### src/logic/key_port_consts.svh
`ifndef KEY_PORT_CONSTS_SVH
`define KEY_PORT_CONSTS_SVH

// register addresses on the plain register port
`define KP_ADDR_SELECT   16'hff20
`define KP_ADDR_DATA     16'hff21
`define KP_ADDR_COMPARE  16'hff22
`define KP_ADDR_MASK     16'hffe4
`define KP_ADDR_FACTOR   16'hfff4
`define KP_ADDR_SLEEP    16'hfff8

// field positions
`define KP_MASK_BIT      0
`define KP_FACTOR_BIT    0
`define KP_SLEEP_BIT     0
`define KP_WAKE_BIT      1

// reset values
`define KP_RST_SELECT    4'h0
`define KP_RST_COMPARE   4'hf
`define KP_RST_MASK      1'h0
`define KP_RST_FACTOR    1'h0

`endif

### src/logic/key_port_pkg.sv
`default_nettype none

package key_port_pkg;

    // power state of the core as seen by the wake-up logic
    typedef enum logic {
        run_state,
        asleep_state
    } power_state_type;

    typedef logic [15:0] reg_addr_type;
    typedef logic [3:0]  reg_data_type;

endpackage : key_port_pkg

`default_nettype wire

### src/logic/key_detect_if.sv
`timescale 1ns/1ps
`default_nettype none

interface key_detect_if #(
    parameter int PINS = 4
);
    logic [PINS-1:0] pins_sync;      // synchronised pin levels
    logic [PINS-1:0] select;         // per-pin interrupt select
    logic [PINS-1:0] compare;        // per-pin compare level
    logic            mismatch_event; // one-cycle match to mismatch pulse

    modport detector (
        output pins_sync,
        input  select,
        input  compare,
        output mismatch_event
    );

    modport control (
        input  pins_sync,
        output select,
        output compare,
        input  mismatch_event
    );
endinterface : key_detect_if

`default_nettype wire

### src/logic/key_match_detect.sv
`timescale 1ns/1ps
`default_nettype none

module key_match_detect #(
    parameter int PINS = 4
) (
    input  wire logic            core_clk,   // system clock
    input  wire logic            rst,        // async reset, active high
    input  wire logic [PINS-1:0] pins_async, // raw key input pins
    key_detect_if.detector       det         // towards the register side
);
    logic [PINS-1:0] sync_first;
    logic [PINS-1:0] sync_second;
    logic [PINS-1:0] bit_ok;
    logic            all_match;
    logic            prev_match;
    logic            event_q;

    // two-stage synchroniser; first stage feeds only the second
    always_ff @(posedge core_clk or posedge rst) begin
        if (rst) begin
            sync_first  <= '0;
            sync_second <= '0;
        end else begin
            sync_first  <= pins_async;
            sync_second <= sync_first;
        end
    end

    // per pin: unselected pins always count as matching
    for (genvar i = 0; i < PINS; i++) begin : g_bit
        assign bit_ok[i] = ~det.select[i] | (sync_second[i] == det.compare[i]);
    end

    // compare 1 waits for a fall, 0 for a rise: leaving the level is the edge
    assign all_match = &bit_ok;

    // only a full match going to mismatch fires; mismatch to mismatch is quiet
    always_ff @(posedge core_clk or posedge rst) begin
        if (rst) begin
            prev_match <= 1'h1;
            event_q    <= 1'h0;
        end else begin
            prev_match <= all_match;
            event_q    <= prev_match & ~all_match;
        end
    end

    assign det.pins_sync      = sync_second;
    assign det.mismatch_event = event_q;
endmodule : key_match_detect

`default_nettype wire

### src/logic/key_input_port.sv
// How it works
// - four input pins, each able to join the shared key interrupt.
// - per-pin select bit; unselected pins never influence the interrupt.
// - per-pin compare bit chooses rising or falling edge.
// - interrupt fires when selected pins go from full match to mismatch.
// - a change between two mismatch states raises nothing.
// - one shared mask bit gates the interrupt for all four pins.
// - the event sets the shared factor flag to one.
// - a key interrupt wakes the device from sleep.
// - compare 1 means falling, 0 rising; all reset to ones.
// - flag sets even when masked; masked interrupt never reaches the cpu.
// - writing one clears the flag, zero does nothing; a new event in the same cycle wins over the clear.
// - data reads give pin levels; writes to data are ignored.
`timescale 1ns/1ps
`default_nettype none
`include "key_port_consts.svh"

module key_input_port
    import key_port_pkg::*;
#(
    parameter int PINS = 4
) (
    input  wire logic            core_clk,          // system clock, 25 MHz
    input  wire logic            rst,               // async reset, active high
    input  wire logic [PINS-1:0] key_input_pins,    // external key pins
    input  wire logic            sleep_instruction, // pulse: core enters sleep
    input  wire logic [15:0]     reg_addr,          // register address
    input  wire logic [3:0]      reg_wdata,         // register write data
    input  wire logic            reg_write,         // write strobe
    input  wire logic            reg_read,          // read strobe
    output var  logic [3:0]      reg_rdata,         // read data, cycle after read
    output var  logic            key_irq,           // level interrupt to cpu
    output var  logic            sleeping,          // high while asleep
    output var  logic            wake_pulse         // one-cycle wake-up pulse
);
    key_detect_if #(.PINS(PINS)) det_bus ();

    logic [PINS-1:0] irq_pin_select_bits;
    logic [PINS-1:0] edge_compare_bits;
    logic            key_irq_mask_bit;
    logic            key_irq_factor_flag;
    logic            wake_seen;
    power_state_type power_state;
    logic            next_factor;
    logic            key_event;
    logic            wr_select;
    logic            wr_compare;
    logic            wr_mask;
    logic            wr_factor;
    logic            wr_sleep;
    logic [3:0]      next_rdata;

    key_match_detect #(.PINS(PINS)) u_detect (
        .core_clk   (core_clk),
        .rst        (rst),
        .pins_async (key_input_pins),
        .det        (det_bus.detector)
    );

    assign det_bus.select  = irq_pin_select_bits;
    assign det_bus.compare = edge_compare_bits;
    assign key_event       = det_bus.mismatch_event;

    // write decode; the data address has no write term at all
    assign wr_select  = reg_write && (reg_addr == `KP_ADDR_SELECT);
    assign wr_compare = reg_write && (reg_addr == `KP_ADDR_COMPARE);
    assign wr_mask    = reg_write && (reg_addr == `KP_ADDR_MASK);
    assign wr_factor  = reg_write && (reg_addr == `KP_ADDR_FACTOR);
    assign wr_sleep   = reg_write && (reg_addr == `KP_ADDR_SLEEP);

    // select register
    always_ff @(posedge core_clk or posedge rst) begin
        if (rst) begin
            irq_pin_select_bits <= `KP_RST_SELECT;
        end else if (wr_select) begin
            irq_pin_select_bits <= reg_wdata[PINS-1:0];
        end
    end

    // compare register, ones at reset so idle-high keys wait for a press
    always_ff @(posedge core_clk or posedge rst) begin
        if (rst) begin
            edge_compare_bits <= `KP_RST_COMPARE;
        end else if (wr_compare) begin
            edge_compare_bits <= reg_wdata[PINS-1:0];
        end
    end

    // shared mask bit
    always_ff @(posedge core_clk or posedge rst) begin
        if (rst) begin
            key_irq_mask_bit <= `KP_RST_MASK;
        end else if (wr_mask) begin
            key_irq_mask_bit <= reg_wdata[`KP_MASK_BIT];
        end
    end

    // factor flag: set wins over a write-one clear so no event is lost
    always_comb begin
        next_factor = key_irq_factor_flag;
        if (wr_factor && reg_wdata[`KP_FACTOR_BIT]) begin
            next_factor = 1'h0;
        end
        if (key_event) begin
            next_factor = 1'h1;
        end
    end

    always_ff @(posedge core_clk or posedge rst) begin
        if (rst) begin
            key_irq_factor_flag <= `KP_RST_FACTOR;
        end else begin
            key_irq_factor_flag <= next_factor;
        end
    end

    // interrupt follows the next flag value so it lines up with the flag
    always_ff @(posedge core_clk or posedge rst) begin
        if (rst) begin
            key_irq <= 1'h0;
        end else begin
            key_irq <= next_factor & key_irq_mask_bit;
        end
    end

    // sleep tracking; waking needs the mask open, as software must ensure
    always_ff @(posedge core_clk or posedge rst) begin
        if (rst) begin
            power_state <= run_state;
            sleeping    <= 1'h0;
            wake_pulse  <= 1'h0;
        end else begin
            wake_pulse <= 1'h0;
            case (power_state)
                run_state: begin
                    if (sleep_instruction) begin
                        power_state <= asleep_state;
                        sleeping    <= 1'h1;
                    end
                end
                asleep_state: begin
                    if (key_event && key_irq_mask_bit) begin
                        power_state <= run_state;
                        sleeping    <= 1'h0;
                        wake_pulse  <= 1'h1;
                    end
                end
                default: begin
                    power_state <= run_state;
                    sleeping    <= 1'h0;
                end
            endcase
        end
    end

    // sticky record of the last wake-up, cleared by writing one
    always_ff @(posedge core_clk or posedge rst) begin
        if (rst) begin
            wake_seen <= 1'h0;
        end else if (power_state == asleep_state && key_event && key_irq_mask_bit) begin
            wake_seen <= 1'h1;
        end else if (wr_sleep && reg_wdata[`KP_WAKE_BIT]) begin
            wake_seen <= 1'h0;
        end
    end

    // read mux; unused bits and unmapped addresses read zero
    always_comb begin
        next_rdata = 4'h0;
        case (reg_addr)
            `KP_ADDR_SELECT:  next_rdata[PINS-1:0] = irq_pin_select_bits;
            `KP_ADDR_DATA:    next_rdata[PINS-1:0] = det_bus.pins_sync;
            `KP_ADDR_COMPARE: next_rdata[PINS-1:0] = edge_compare_bits;
            `KP_ADDR_MASK:    next_rdata[`KP_MASK_BIT] = key_irq_mask_bit;
            `KP_ADDR_FACTOR:  next_rdata[`KP_FACTOR_BIT] = key_irq_factor_flag;
            `KP_ADDR_SLEEP: begin
                next_rdata[`KP_SLEEP_BIT] = sleeping;
                next_rdata[`KP_WAKE_BIT]  = wake_seen;
            end
            default:          next_rdata = 4'h0;
        endcase
    end

    // read data stands only in the cycle after the strobe
    always_ff @(posedge core_clk or posedge rst) begin
        if (rst) begin
            reg_rdata <= 4'h0;
        end else if (reg_read) begin
            reg_rdata <= next_rdata;
        end else begin
            reg_rdata <= 4'h0;
        end
    end
endmodule : key_input_port

`default_nettype wire

### config.mk
export PLATFORM = sky130hd
export DESIGN_NAME = key_input_port
export DESIGN_NICKNAME = d
export VERILOG_FILES = /design/src/logic/key_port_pkg.sv /design/src/logic/key_detect_if.sv /design/src/logic/key_match_detect.sv /design/src/logic/key_input_port.sv
export VERILOG_INCLUDE_DIRS = /design/src /design/src/logic
export SDC_FILE = /design/constraint.sdc
export NUM_CORES = 1
export LEC_CHECK = 0
export ABC_AREA = 1
export BUFFER_PORTS_ARGS = -buffer_cell sky130_fd_sc_hd__buf_2
export CORE_AREA = 2 2 42 83
export DETAILED_ROUTE_END_ITERATION = 16
export DIE_AREA = 0 0 44 85
export PLACE_DENSITY = 0.68
export SLEW_MARGIN = 10
export SYNTH_ARGS = -nofsm -noshare
export SYNTH_HDL_FRONTEND = slang
export SYNTH_SLANG_ARGS = --single-unit
### constraint.sdc
create_clock -name core_clk -period 1.05 [get_ports core_clk]
set_input_delay 0.0525 -clock core_clk [delete_from_list [all_inputs] [get_ports core_clk]]
set_output_delay 0.0525 -clock core_clk [all_outputs]
set_load 0.03 [all_outputs]
==> results of run 1 <==
## registers in the layout, indices dropped and copies added, names as in the netlist
register and cells:
det_bus.compare 4, det_bus.select 4, key_irq 1, key_irq_factor_flag 1, key_irq_mask_bit 1, power_state 1, reg_rdata 4, sleeping 1
u_detect.det.mismatch_event 1, u_detect.det.pins_sync 4, u_detect.prev_match 1, u_detect.sync_first 4, wake_pulse 1, wake_seen 1
## routing by layer
layer | GRT usage | vias to the layer above
li1 | - | 635
met1 | 0.173 | 573
met5 | 0 | -
met4 | 0.107 | 0
met3 | 0.0489 | 6
met2 | 0.350 | 35
## final cells by class
type | instances | area share
multi-input cells | 104 | 0.283
repair buffers | 57 | 0.192
inverters | 29 | 0.0580
clock buffers | 7 | 0.0455
flip-flops and latches | 29 | 0.386
clock inverters | 1 | 0.0158
well taps | 31 | 0.0204
## power groups by stage
| stage | Sequential (mW) | Clock (mW) | Combinational [mW] |
|---|---|---|---|
| after global routing | 1.14 | 1.25 | 0.181 |
| after global placement | 1.16 | 0 | 0.133 |
| after floorplan | 1.16 | 0 | 0.0596 |
| after CTS | 1.14 | 1.20 | 0.162 |
| after detailed placement | 1.16 | 0 | 0.139 |
| final | 1.14 | 1.17 | 0.160 |
## cell families after synthesis
group / Yosys count / share of synthesized area
AND/OR/NAND/NOR: 81 / 0.275
XOR/XNOR: 1 / 0.00642
AO/OA/AOI/OAI: 22 / 0.0908
buffers and inverters: 31 / 0.0917
flip-flops: 29 / 0.536
## worst min-delay path, stage by stage
cell	delay (ps)
buf_2	110
nand2_1	60
nand2_1	60
## path summary, 6_finish.rpt
kind	slack (ps)	start	to	depth (start not counted)
setup / recovery	-50	det_bus.compare[0]$_DFFE_PP1P_	u_detect.det.mismatch_event$_DFF_PP0_	4
hold / removal	8	reg_wdata[0]	det_bus.compare[0]$_DFFE_PP1P_	3
setup reg to reg	-50	det_bus.compare[0]$_DFFE_PP1P_	u_detect.det.mismatch_event$_DFF_PP0_	4
hold reg to reg	340	u_detect.sync_first[0]$_DFF_PP0_	u_detect.det.pins_sync[0]$_DFF_PP0_	0
max in group asynchronous	370	rst	det_bus.compare[0]$_DFFE_PP1P_	4
min in group asynchronous	370	rst	u_detect.det.mismatch_event$_DFF_PP0_	4
## placed cells by master, fill, tap and decap left out, types with 5 or more instances in the layout
cell type      Yosys  routed
clkbuf_8           0       6
dfrtp_1           24      24
dfstp_2            5       5
buf_2              0      35
o21ai_1            7      10
inv_1             26      25
nand3_1           15      14
nor2_1            18      16
buf_4              0      13
nand2_1           33      33
dlygate4sd3_1      0       8
## stage by stage
stage,setup slack (ps),area (um^2)
floorplan,17.0,1370
CTS,-42.9,1850
detailed placement,-102,1650
global placement,-65.9,1650
global route,-88.1,1900
finish,-51.4,1900
## cells in the mapped netlist (2+ instances only)
cell	count
inv_1	26
inv_2	2
nor2_1	18
dfrtp_1	24
dfstp_2	5
nand2_1	33
o21ai_0	6
nand3_1	15
nor2_4	2
nor3_1	2
nand2_2	4
nand4_1	2
o21ai_1	7
nand3_2	2
nor2_2	3
a21oi_1	4
## repair_timing
item / 4_1_cts / 5_1_grt
setup buffers: 0 / 2
pin swaps: 2 / 8
hold endpoints to repair: 31 / 0
resized for setup: 3 / 9
setup endpoints to repair: 2 / 6
hold buffers: 8 / 0
==> flow_metrics.tcl, run 1 <==
set metrics [dict create \
    outcome "complete, but fails checks" \
    failed_checks "negative setup slack" \
    cp_cell_sequence "xnor2_1, o21ai_1, nor2_1, nor2_1" \
    finClkSkew_ps 9.82 \
    cpMostUsedCell "nor2_1" \
    wl_met1_um 1060 \
    die_area_mm2 0.00374 \
    routed_wl_um 2950 \
    pin_count 36 \
    clk_pin_slew_ps 60 \
    worst_pin_slew_ps 350 \
    multi_input_area_um2 537 \
    syn_nets 193 \
    initial_utilization 0.437 \
    wl_per_cell_um 11.4 \
    crit_path_max_fanout 2 \
    diodes 0 \
    route.vias.total 1249 \
    drt_pass1_iterations 4 \
    drv_slew 0 \
    comb_power_share 0.065 \
    synth_top_area_frac 0.440 \
    async_reset_ff_frac 1.00 \
    hp-class "input pin to flip-flop" \
    grt_pass1_vias 1327 \
    clock.fmax_mhz 908 \
    die_w_um 44 \
    synth_ff_type "dfrtp_1" \
    drc 0 \
    fin_util 0.608 \
    rows 29 \
    drt-initial-drc-count 24 \
    fin_cells 258 \
    clock_latency_ps 280 \
    cts.sinks 29 \
    power.leakage_nw 1.00 \
    cp.required_ps 1220 \
    drive_above_1_share 0.370 \
    seq_power_share 0.462 \
    crit_buf_inv 0 \
    area_growth_pct 39.0 \
    post-route-period-util 1.05 \
    yosys.cell_types.count 25 \
    numCtsBuffers 5 \
    cts_buffer_depth 2 \
    grt_pass1_wl_um 5230 \
    maxCapViolCount 0 \
    yosysWarningCount 0 \
    max_stage_delay_ps 550 \
    synth.avg_cell_area_um2 8.32 \
    regArea_um2 732 \
    top_layer_used "met4" \
    layout_setup_ws_ps -51.4 \
    ys_seq_area_frac 0.536 \
    dp.final_hpwl_um 2280 \
    switchingPower_mw 0.489 \
    antenna_found_initial 0 \
    p_sw_frac 0.198 \
    ant_nets 0 \
    powerDensity_mw_per_mm2 1300 \
    ys_top_cells_by_area "dfrtp_1 (44%), dfstp_2 (9.6%), nand2_1 (9.1%)" \
    cpLargestDelayFamily "flip-flops" \
    vias_per_cell 4.84 \
    rsz0062_at_grt "true" \
    wl_met2_um 1660 \
    maxSlewHeadroom 0.767 \
    fillerInstances 277 \
    h-tree-depth 2 \
    die_y_um 85 \
    fin_tns_setup_ps -100 \
    place_inst 240 \
    power_mw 2.47 \
    layout.nets 255 \
    slowest_stage "dfstp_2" \
    tritoncts "yes" \
    end_kind "flip-flop" \
    setup.worst_path.start_class "flip-flop" \
    overflow 0 \
    gp_congestion 0.800 \
    holdWs_ps 7.58 \
    grt_use_total 0.190 \
    p_clk_frac 0.473 \
    finalHoldViolCount 0 \
    wl_met3_um 146 \
    ctsRootBufferMaster "clkbuf_8" \
    synth_edf_count 0 \
    synth_top_cell_by_area "dfrtp_1" \
    syn_area_mm2 0.00137 \
    synth_seq_cells 29 \
    crit_arrival_ps 1270 \
    ir_drop_v 0.00181 \
    setup_viol_count_final 2 \
    core_mm2 0.00312 \
    post-route-min-period_ps 1100 \
    synth_cells 164 \
    power.internal_mw 1.98 \
    grt_start_max_net_pins 30 \
    critPathKind "flip-flop to flip-flop" \
    portBuffers 35 \
]
No activity file was read; power rests on OpenSTA's default activity.
==> inputs of run 2 (changes only) <==
- CORE_AREA: 2 2 42 83 -> 2 2 43 84
- DIE_AREA: 0 0 44 85 -> 0 0 45 86
- PLACE_DENSITY: 0.68 -> 0.69
- SYNTH_HIERARCHICAL: unset -> 1
==> run 2 against run 1 <==
The flow now finishes without violations. Global-route usage is 0.68 points higher. Critical path depth up 1. First-iteration DRC count fell by 4.2%. Worst hold slack worse by 0.85 ps. Fmax is 6.8% higher. Utilization down 1.2 points. Synthesized cell count rose by 12%. Sequential power is essentially flat. Combinational power rose by 15%. Die area increased by 3.5%. Design area increased by 0.33%. Synthesized area grew 6.6%. Critical endpoint is now u_detect/det.mismatch_event$_DFF_PP0_. Largest cell class unchanged. Highest routed layer unchanged.
==> flow_metrics.tcl, run 2 <==
set metrics [dict create \
    outcome "finished clean" \
    hp-class "input pin to flip-flop" \
    synth.avg_cell_area_um2 7.95 \
    power.leakage_nw 1.10 \
    end_kind "flip-flop" \
    cts.sinks 29 \
    die_area_mm2 0.00387 \
    synth_top_cell_by_area "dfrtp_1" \
    grt_pass1_wl_um 5430 \
    core_mm2 0.00319 \
    crit_arrival_ps 1200 \
    synth_seq_cells 29 \
    grt_pass1_vias 1266 \
    r2r_start "det_bus.compare[2]$_DFFE_PP1P_" \
    finalHoldViolCount 0 \
    layout.nets 269 \
    syn_area_mm2 0.00146 \
    ff2ff_setup_slack_ps 20 \
    ctsRootBufferMaster "clkbuf_8" \
    clock.fmax_mhz 969 \
    powerDensity_mw_per_mm2 1150 \
    grt_start_max_net_pins 20 \
    portBuffers 35 \
    post-route-period-util 0.982 \
    fin_cells 272 \
    hp-start "reg_read" \
    pin_count 36 \
    synth_top_area_frac 0.413 \
    wl_per_cell_um 11.9 \
    ys_top_cells_by_area "dfrtp_1 (41%), nand2_1 (14%), dfstp_2 (9.0%)" \
    rsz0062_at_grt "true" \
    synth_ff_type "dfrtp_1" \
    final_cell_mix "nand2_1 (53), buf_2 (35), inv_1 (28)" \
    rr_worst_depth 5 \
    grt_use_total 0.196 \
    maxCapViolCount 0 \
    cts_buffer_depth 2 \
    drive_above_1_share 0.353 \
    drt-initial-drc-count 23 \
    fillerInstances 300 \
    setup.worst_path.start_class "flip-flop" \
    drv_slew 0 \
    routed_wl_um 3250 \
    critPathKind "flip-flop to flip-flop" \
    clock_latency_ps 280 \
    power_mw 2.19 \
    synth_top_cells_by_count "nand2_1 (55), inv_1 (28), dfrtp_1 (24)" \
    drc 0 \
    hold_end "reg_rdata[0]$_DFF_PP0_" \
    cp.required_ps 1220 \
    die_y_um 86 \
    synth_most_common_cell "nand2_1" \
    yosysWarningCount 6 \
    dp.final_hpwl_um 2570 \
    fin_util 0.596 \
    numCtsBuffers 5 \
    drt_pass1_iterations 4 \
    place_inst 257 \
    r2r_end "u_detect/det.mismatch_event$_DFF_PP0_" \
    gp_congestion 0.861 \
    diodes 0 \
    ys_seq_area_frac 0.503 \
    ir_drop_v 0.000900 \
    tritoncts "yes" \
    worst_pin_slew_ps 354 \
    clk_pin_slew_ps 60 \
    vias_per_cell 4.77 \
    ant_nets 0 \
    crit_path_max_fanout 4 \
    async_reset_ff_frac 1.00 \
    synth_edf_count 0 \
    h-tree-depth 2 \
    maxSlewHeadroom 0.764 \
    holdPathStages 3 \
    layout_setup_ws_ps 18.4 \
    critPathLaunch "det_bus.compare[2]$_DFFE_PP1P_" \
    syn_nets 212 \
    overflow 0 \
    final_common_cell "nand2_1" \
    finClkSkew_ps 11.4 \
    synth_cells 183 \
    dp_slack_ps -41.0 \
    initial_utilization 0.456 \
    antenna_found_initial 0 \
    die_w_um 45 \
    route.vias.total 1298 \
    yosys.cell_types.count 23 \
    rows 29 \
    area_growth_pct 30.9 \
    setup_viol_count_final 0 \
    post-route-min-period_ps 1030 \
]
## run 2: cell count changes after synthesis, moves of 2 or more
cell and change:
inv_1 +2, inv_2 +2, nand2_1 +22, nand2_2 +2, nand2_4 +2, nand3_1 +6
nand3_2 -2, nor2_1 -8, nor2_2 +3, o21ai_1 -7
## run 2: metrics by stage
| step | TNS (ps) | cell area, um^2 | hold slack, ps |
|---|---|---|---|
| global placement | -58.1 | 1730 | 44.3 |
| floorplan | 0 | 1460 | -108 |
| finish | 0 | 1900 | 6.72 |
| global route | -60.8 | 1900 | 12.7 |
| detailed placement | -120 | 1730 | 51.4 |
| CTS | -6.62 | 1880 | 3.45 |
## run 2: worst max path at each step
stage / end / cells after the start
floorplan: u_detect/det.mismatch_event$_DFF_PP0_ / 5
global placement: wake_seen$_DFFE_PP0P_ / 6
detailed placement: wake_seen$_DFFE_PP0P_ / 6
CTS: u_detect/det.mismatch_event$_DFF_PP0_ / 5
global route: u_detect/det.mismatch_event$_DFF_PP0_ / 6
finish: u_detect/det.mismatch_event$_DFF_PP0_ / 5
## run 2: area by class of cell
cell class | instances | area (um^2) | share of cell area
Clock buffer | 8 | 80.1 | 0.0420
Sequential cell | 29 | 732 | 0.384
Inverter | 34 | 131 | 0.0690
Tap cell | 31 | 38.8 | 0.0204
Timing Repair Buffer | 51 | 310 | 0.163
Multi-Input combinational cell | 119 | 612 | 0.321
## run 2: power breakdown
part	total, mW	switching, mW	internal, mW	leakage [nW]
Combinational	0.184	0.104	0.0797	0.718
Clock	0.858	0.389	0.469	0.0395
Sequential	1.15	0.00936	1.14	0.342
Total	2.19	0.502	1.69	1.10
## run 2: repair_timing
action / CTS / global route
resized for setup: 0 / 6
buffers inserted: 1 / 0
hold buffers: 6 / 0
hold endpoints to repair: 29 / 0
endpoints found under the setup margin: 1 / 4
pin swaps: 7 / 5
## run 2: per-layer routing
layer / vias up / GRT usage / share of wire
met5: - / 0 / 0
met4: 0 / 0.0829 / 0.020
met3: 6 / 0.0463 / 0.043
met2: 35 / 0.362 / 0.57
met1: 587 / 0.195 / 0.37
li1: 670 / - / -
## run 2: critical path, stage by stage, from the launching register on
cell     delay, ps
dfstp_2        550
nand2_1         60
nand3_2         70
nand2_2         70
nor2_4         120
nor2_1          50
## run 2: logic make-up (layout without fill, tap and decap cells)
family	count (synthesis)	count (layout)	synth area share
buffers and inverters	35	93	0.0937
DFF	29	29	0.503
and+or+nand+nor	108	108	0.363
AOI/OAI and AO/OA	11	11	0.0404
==> inputs of run 3 (changes only) <==
- CORE_AREA: 2 2 43 84 -> 2 2 53 104
- DIE_AREA: 0 0 45 86 -> 0 0 55 106
- PLACE_DENSITY: 0.69 -> 0.47
==> run 3 against run 2 <==
Sequential power about the same. Register-to-register slack about the same. Combinational power increased by 2%. Critical path type unchanged. Largest cell class unchanged. Highest routed layer unchanged.
==> flow_metrics.tcl, run 3 (same netlist as run 2, synthesis figures left out) <==
set metrics [dict create \
    outcome "finished clean" \
    ant_nets 0 \
    area_growth_pct 34.8 \
    drc 0 \
    fin_area_mm2 0.00196 \
    dp.final_hpwl_um 2780 \
    grt_pass1_vias 1267 \
    holdWs_ps 20.9 \
    numCtsBuffers 5 \
    grt_start_max_net_pins 20 \
    drt_pass1_iterations 4 \
    powerDensity_mw_per_mm2 1290 \
    ctsRootBufferMaster "clkbuf_8" \
    rows 37 \
    core_mm2 0.00509 \
    clk_pin_slew_ps 70 \
    routed_wl_um 3510 \
    die_area_mm2 0.00583 \
    final_cell_mix "nand2_1 (53), buf_2 (35), inv_1 (27)" \
    initial_utilization 0.286 \
    ir_drop_v 0.000837 \
    final_common_cell "nand2_1" \
    ff2ff_setup_slack_ps 10 \
    crit_arrival_ps 1250 \
    maxCapViolCount 0 \
    finalHoldViolCount 0 \
    antenna_found_initial 0 \
    hp-class "input pin to flip-flop" \
    post-route-period-util 0.986 \
    clock.fmax_mhz 966 \
    drv_slew 0 \
    critPathKind "flip-flop to flip-flop" \
    setup_viol_count_final 0 \
    crit_path_max_fanout 4 \
    clock_latency_ps 280 \
    fin_util 0.385 \
    gp_congestion 0.723 \
    place_inst 282 \
    postCtsSetupBuffers 0 \
    layout_setup_ws_ps 14.6 \
    max_stage_delay_ps 550 \
    maxSlewHeadroom 0.723 \
    grt_use_total 0.140 \
    end_kind "flip-flop" \
    crit_buf_inv 1 \
    rsz0062_at_grt "true" \
    vias_per_cell 4.35 \
    cp_cell_sequence "inv_1, nand2_1, nand3_2, nand2_2, nor2_4, nor2_1" \
    pin_count 36 \
    drt-initial-drc-count 19 \
    cpLargestDelayFamily "flip-flops" \
    dp_slack_ps -53.8 \
    cp.required_ps 1270 \
    route.vias.total 1291 \
    wl_per_cell_um 11.8 \
    slowest_stage "dfstp_2" \
    post_dp_cell_area_mm2 0.00175 \
    fin_cells 297 \
    layout.nets 267 \
    h-tree-depth 2 \
    diodes 0 \
    tritoncts "yes" \
    finClkSkew_ps 6.16 \
    die_y_um 106 \
    setup.worst_path.start_class "flip-flop" \
    cts_buffer_depth 2 \
    portBuffers 35 \
    cts.sinks 29 \
    worst_pin_slew_ps 415 \
    power.leakage_nw 1.11 \
    die_w_um 55 \
    post-route-min-period_ps 1040 \
    drive_above_1_share 0.356 \
    grt_pass1_wl_um 5660 \
    overflow 0 \
]
[run 3: cell types whose count changed in the layout (fill, tap and decap cells not counted), sizes merged]
| cell | change |
|---|---|
| bufinv | +1 |
| buf | -3 |
| clkbuf | -1 |
| dlygate4sd3 | +1 |
[run 3: path summary, 6_finish.rpt]
path,from,depth (start not counted),to
min reg2reg,u_detect/sync_first[0]$_DFF_PP0_,0,u_detect/det.pins_sync[0]$_DFF_PP0_
max reg2reg,det_bus.compare[0]$_DFFE_PP1P_,6,u_detect/det.mismatch_event$_DFF_PP0_
max in group asynchronous,rst,3,u_detect/prev_match$_DFF_PP1_
max,det_bus.compare[0]$_DFFE_PP1P_,6,u_detect/det.mismatch_event$_DFF_PP0_
min in group asynchronous,rst,3,u_detect/sync_first[1]$_DFF_PP0_
min,reg_wdata[1],3,det_bus.compare[1]$_DFFE_PP1P_
[run 3: worst min-delay path, stage by stage]
cell and delay, ps:
buf_2 120, nand3_1 70, nand2_1 50
[run 3: repair_timing]
action / CTS / global route
pin swaps: 1 / 5
resized for setup: 1 / 6
hold endpoints to repair: 32 / 0
hold buffers: 7 / 0
endpoints found under the setup margin: 1 / 4
[run 3: cell type report]
type / instances / area (um^2)
fillers: 566 / 3130
flip-flops and latches: 29 / 732
multi-input cells: 119 / 612
repair buffers: 49 / 298
inverters: 34 / 131
clock buffers: 7 / 86.3
well taps: 58 / 72.6
clock inverters: 1 / 30.0
[run 3: metrics by stage]
step | power, mW | setup TNS, ps
after floorplan | 1.24 | 0
after global placement | 1.34 | -291
after detailed placement | 1.34 | -395
after CTS | 2.58 | 0
after global routing | 2.64 | -25.6
final | 2.53 | 0
[run 3: where the power goes]
part | internal (mW) | total [mW] | switching, mW
sequential | 1.14 | 1.15 | 0.00937
combinational | 0.0817 | 0.188 | 0.106
clock | 0.773 | 1.20 | 0.426
total | 1.99 | 2.53 | 0.542
[run 3: layer usage]
layer	share of wire	wire length [um]	vias to the layer above	GRT usage
met4	0.020	70	0	0.0679
li1	-	-	666	-
met5	0	0	-	0
met2	0.60	2110	31	0.261
met1	0.34	1190	588	0.134
met3	0.038	132	6	0.0253
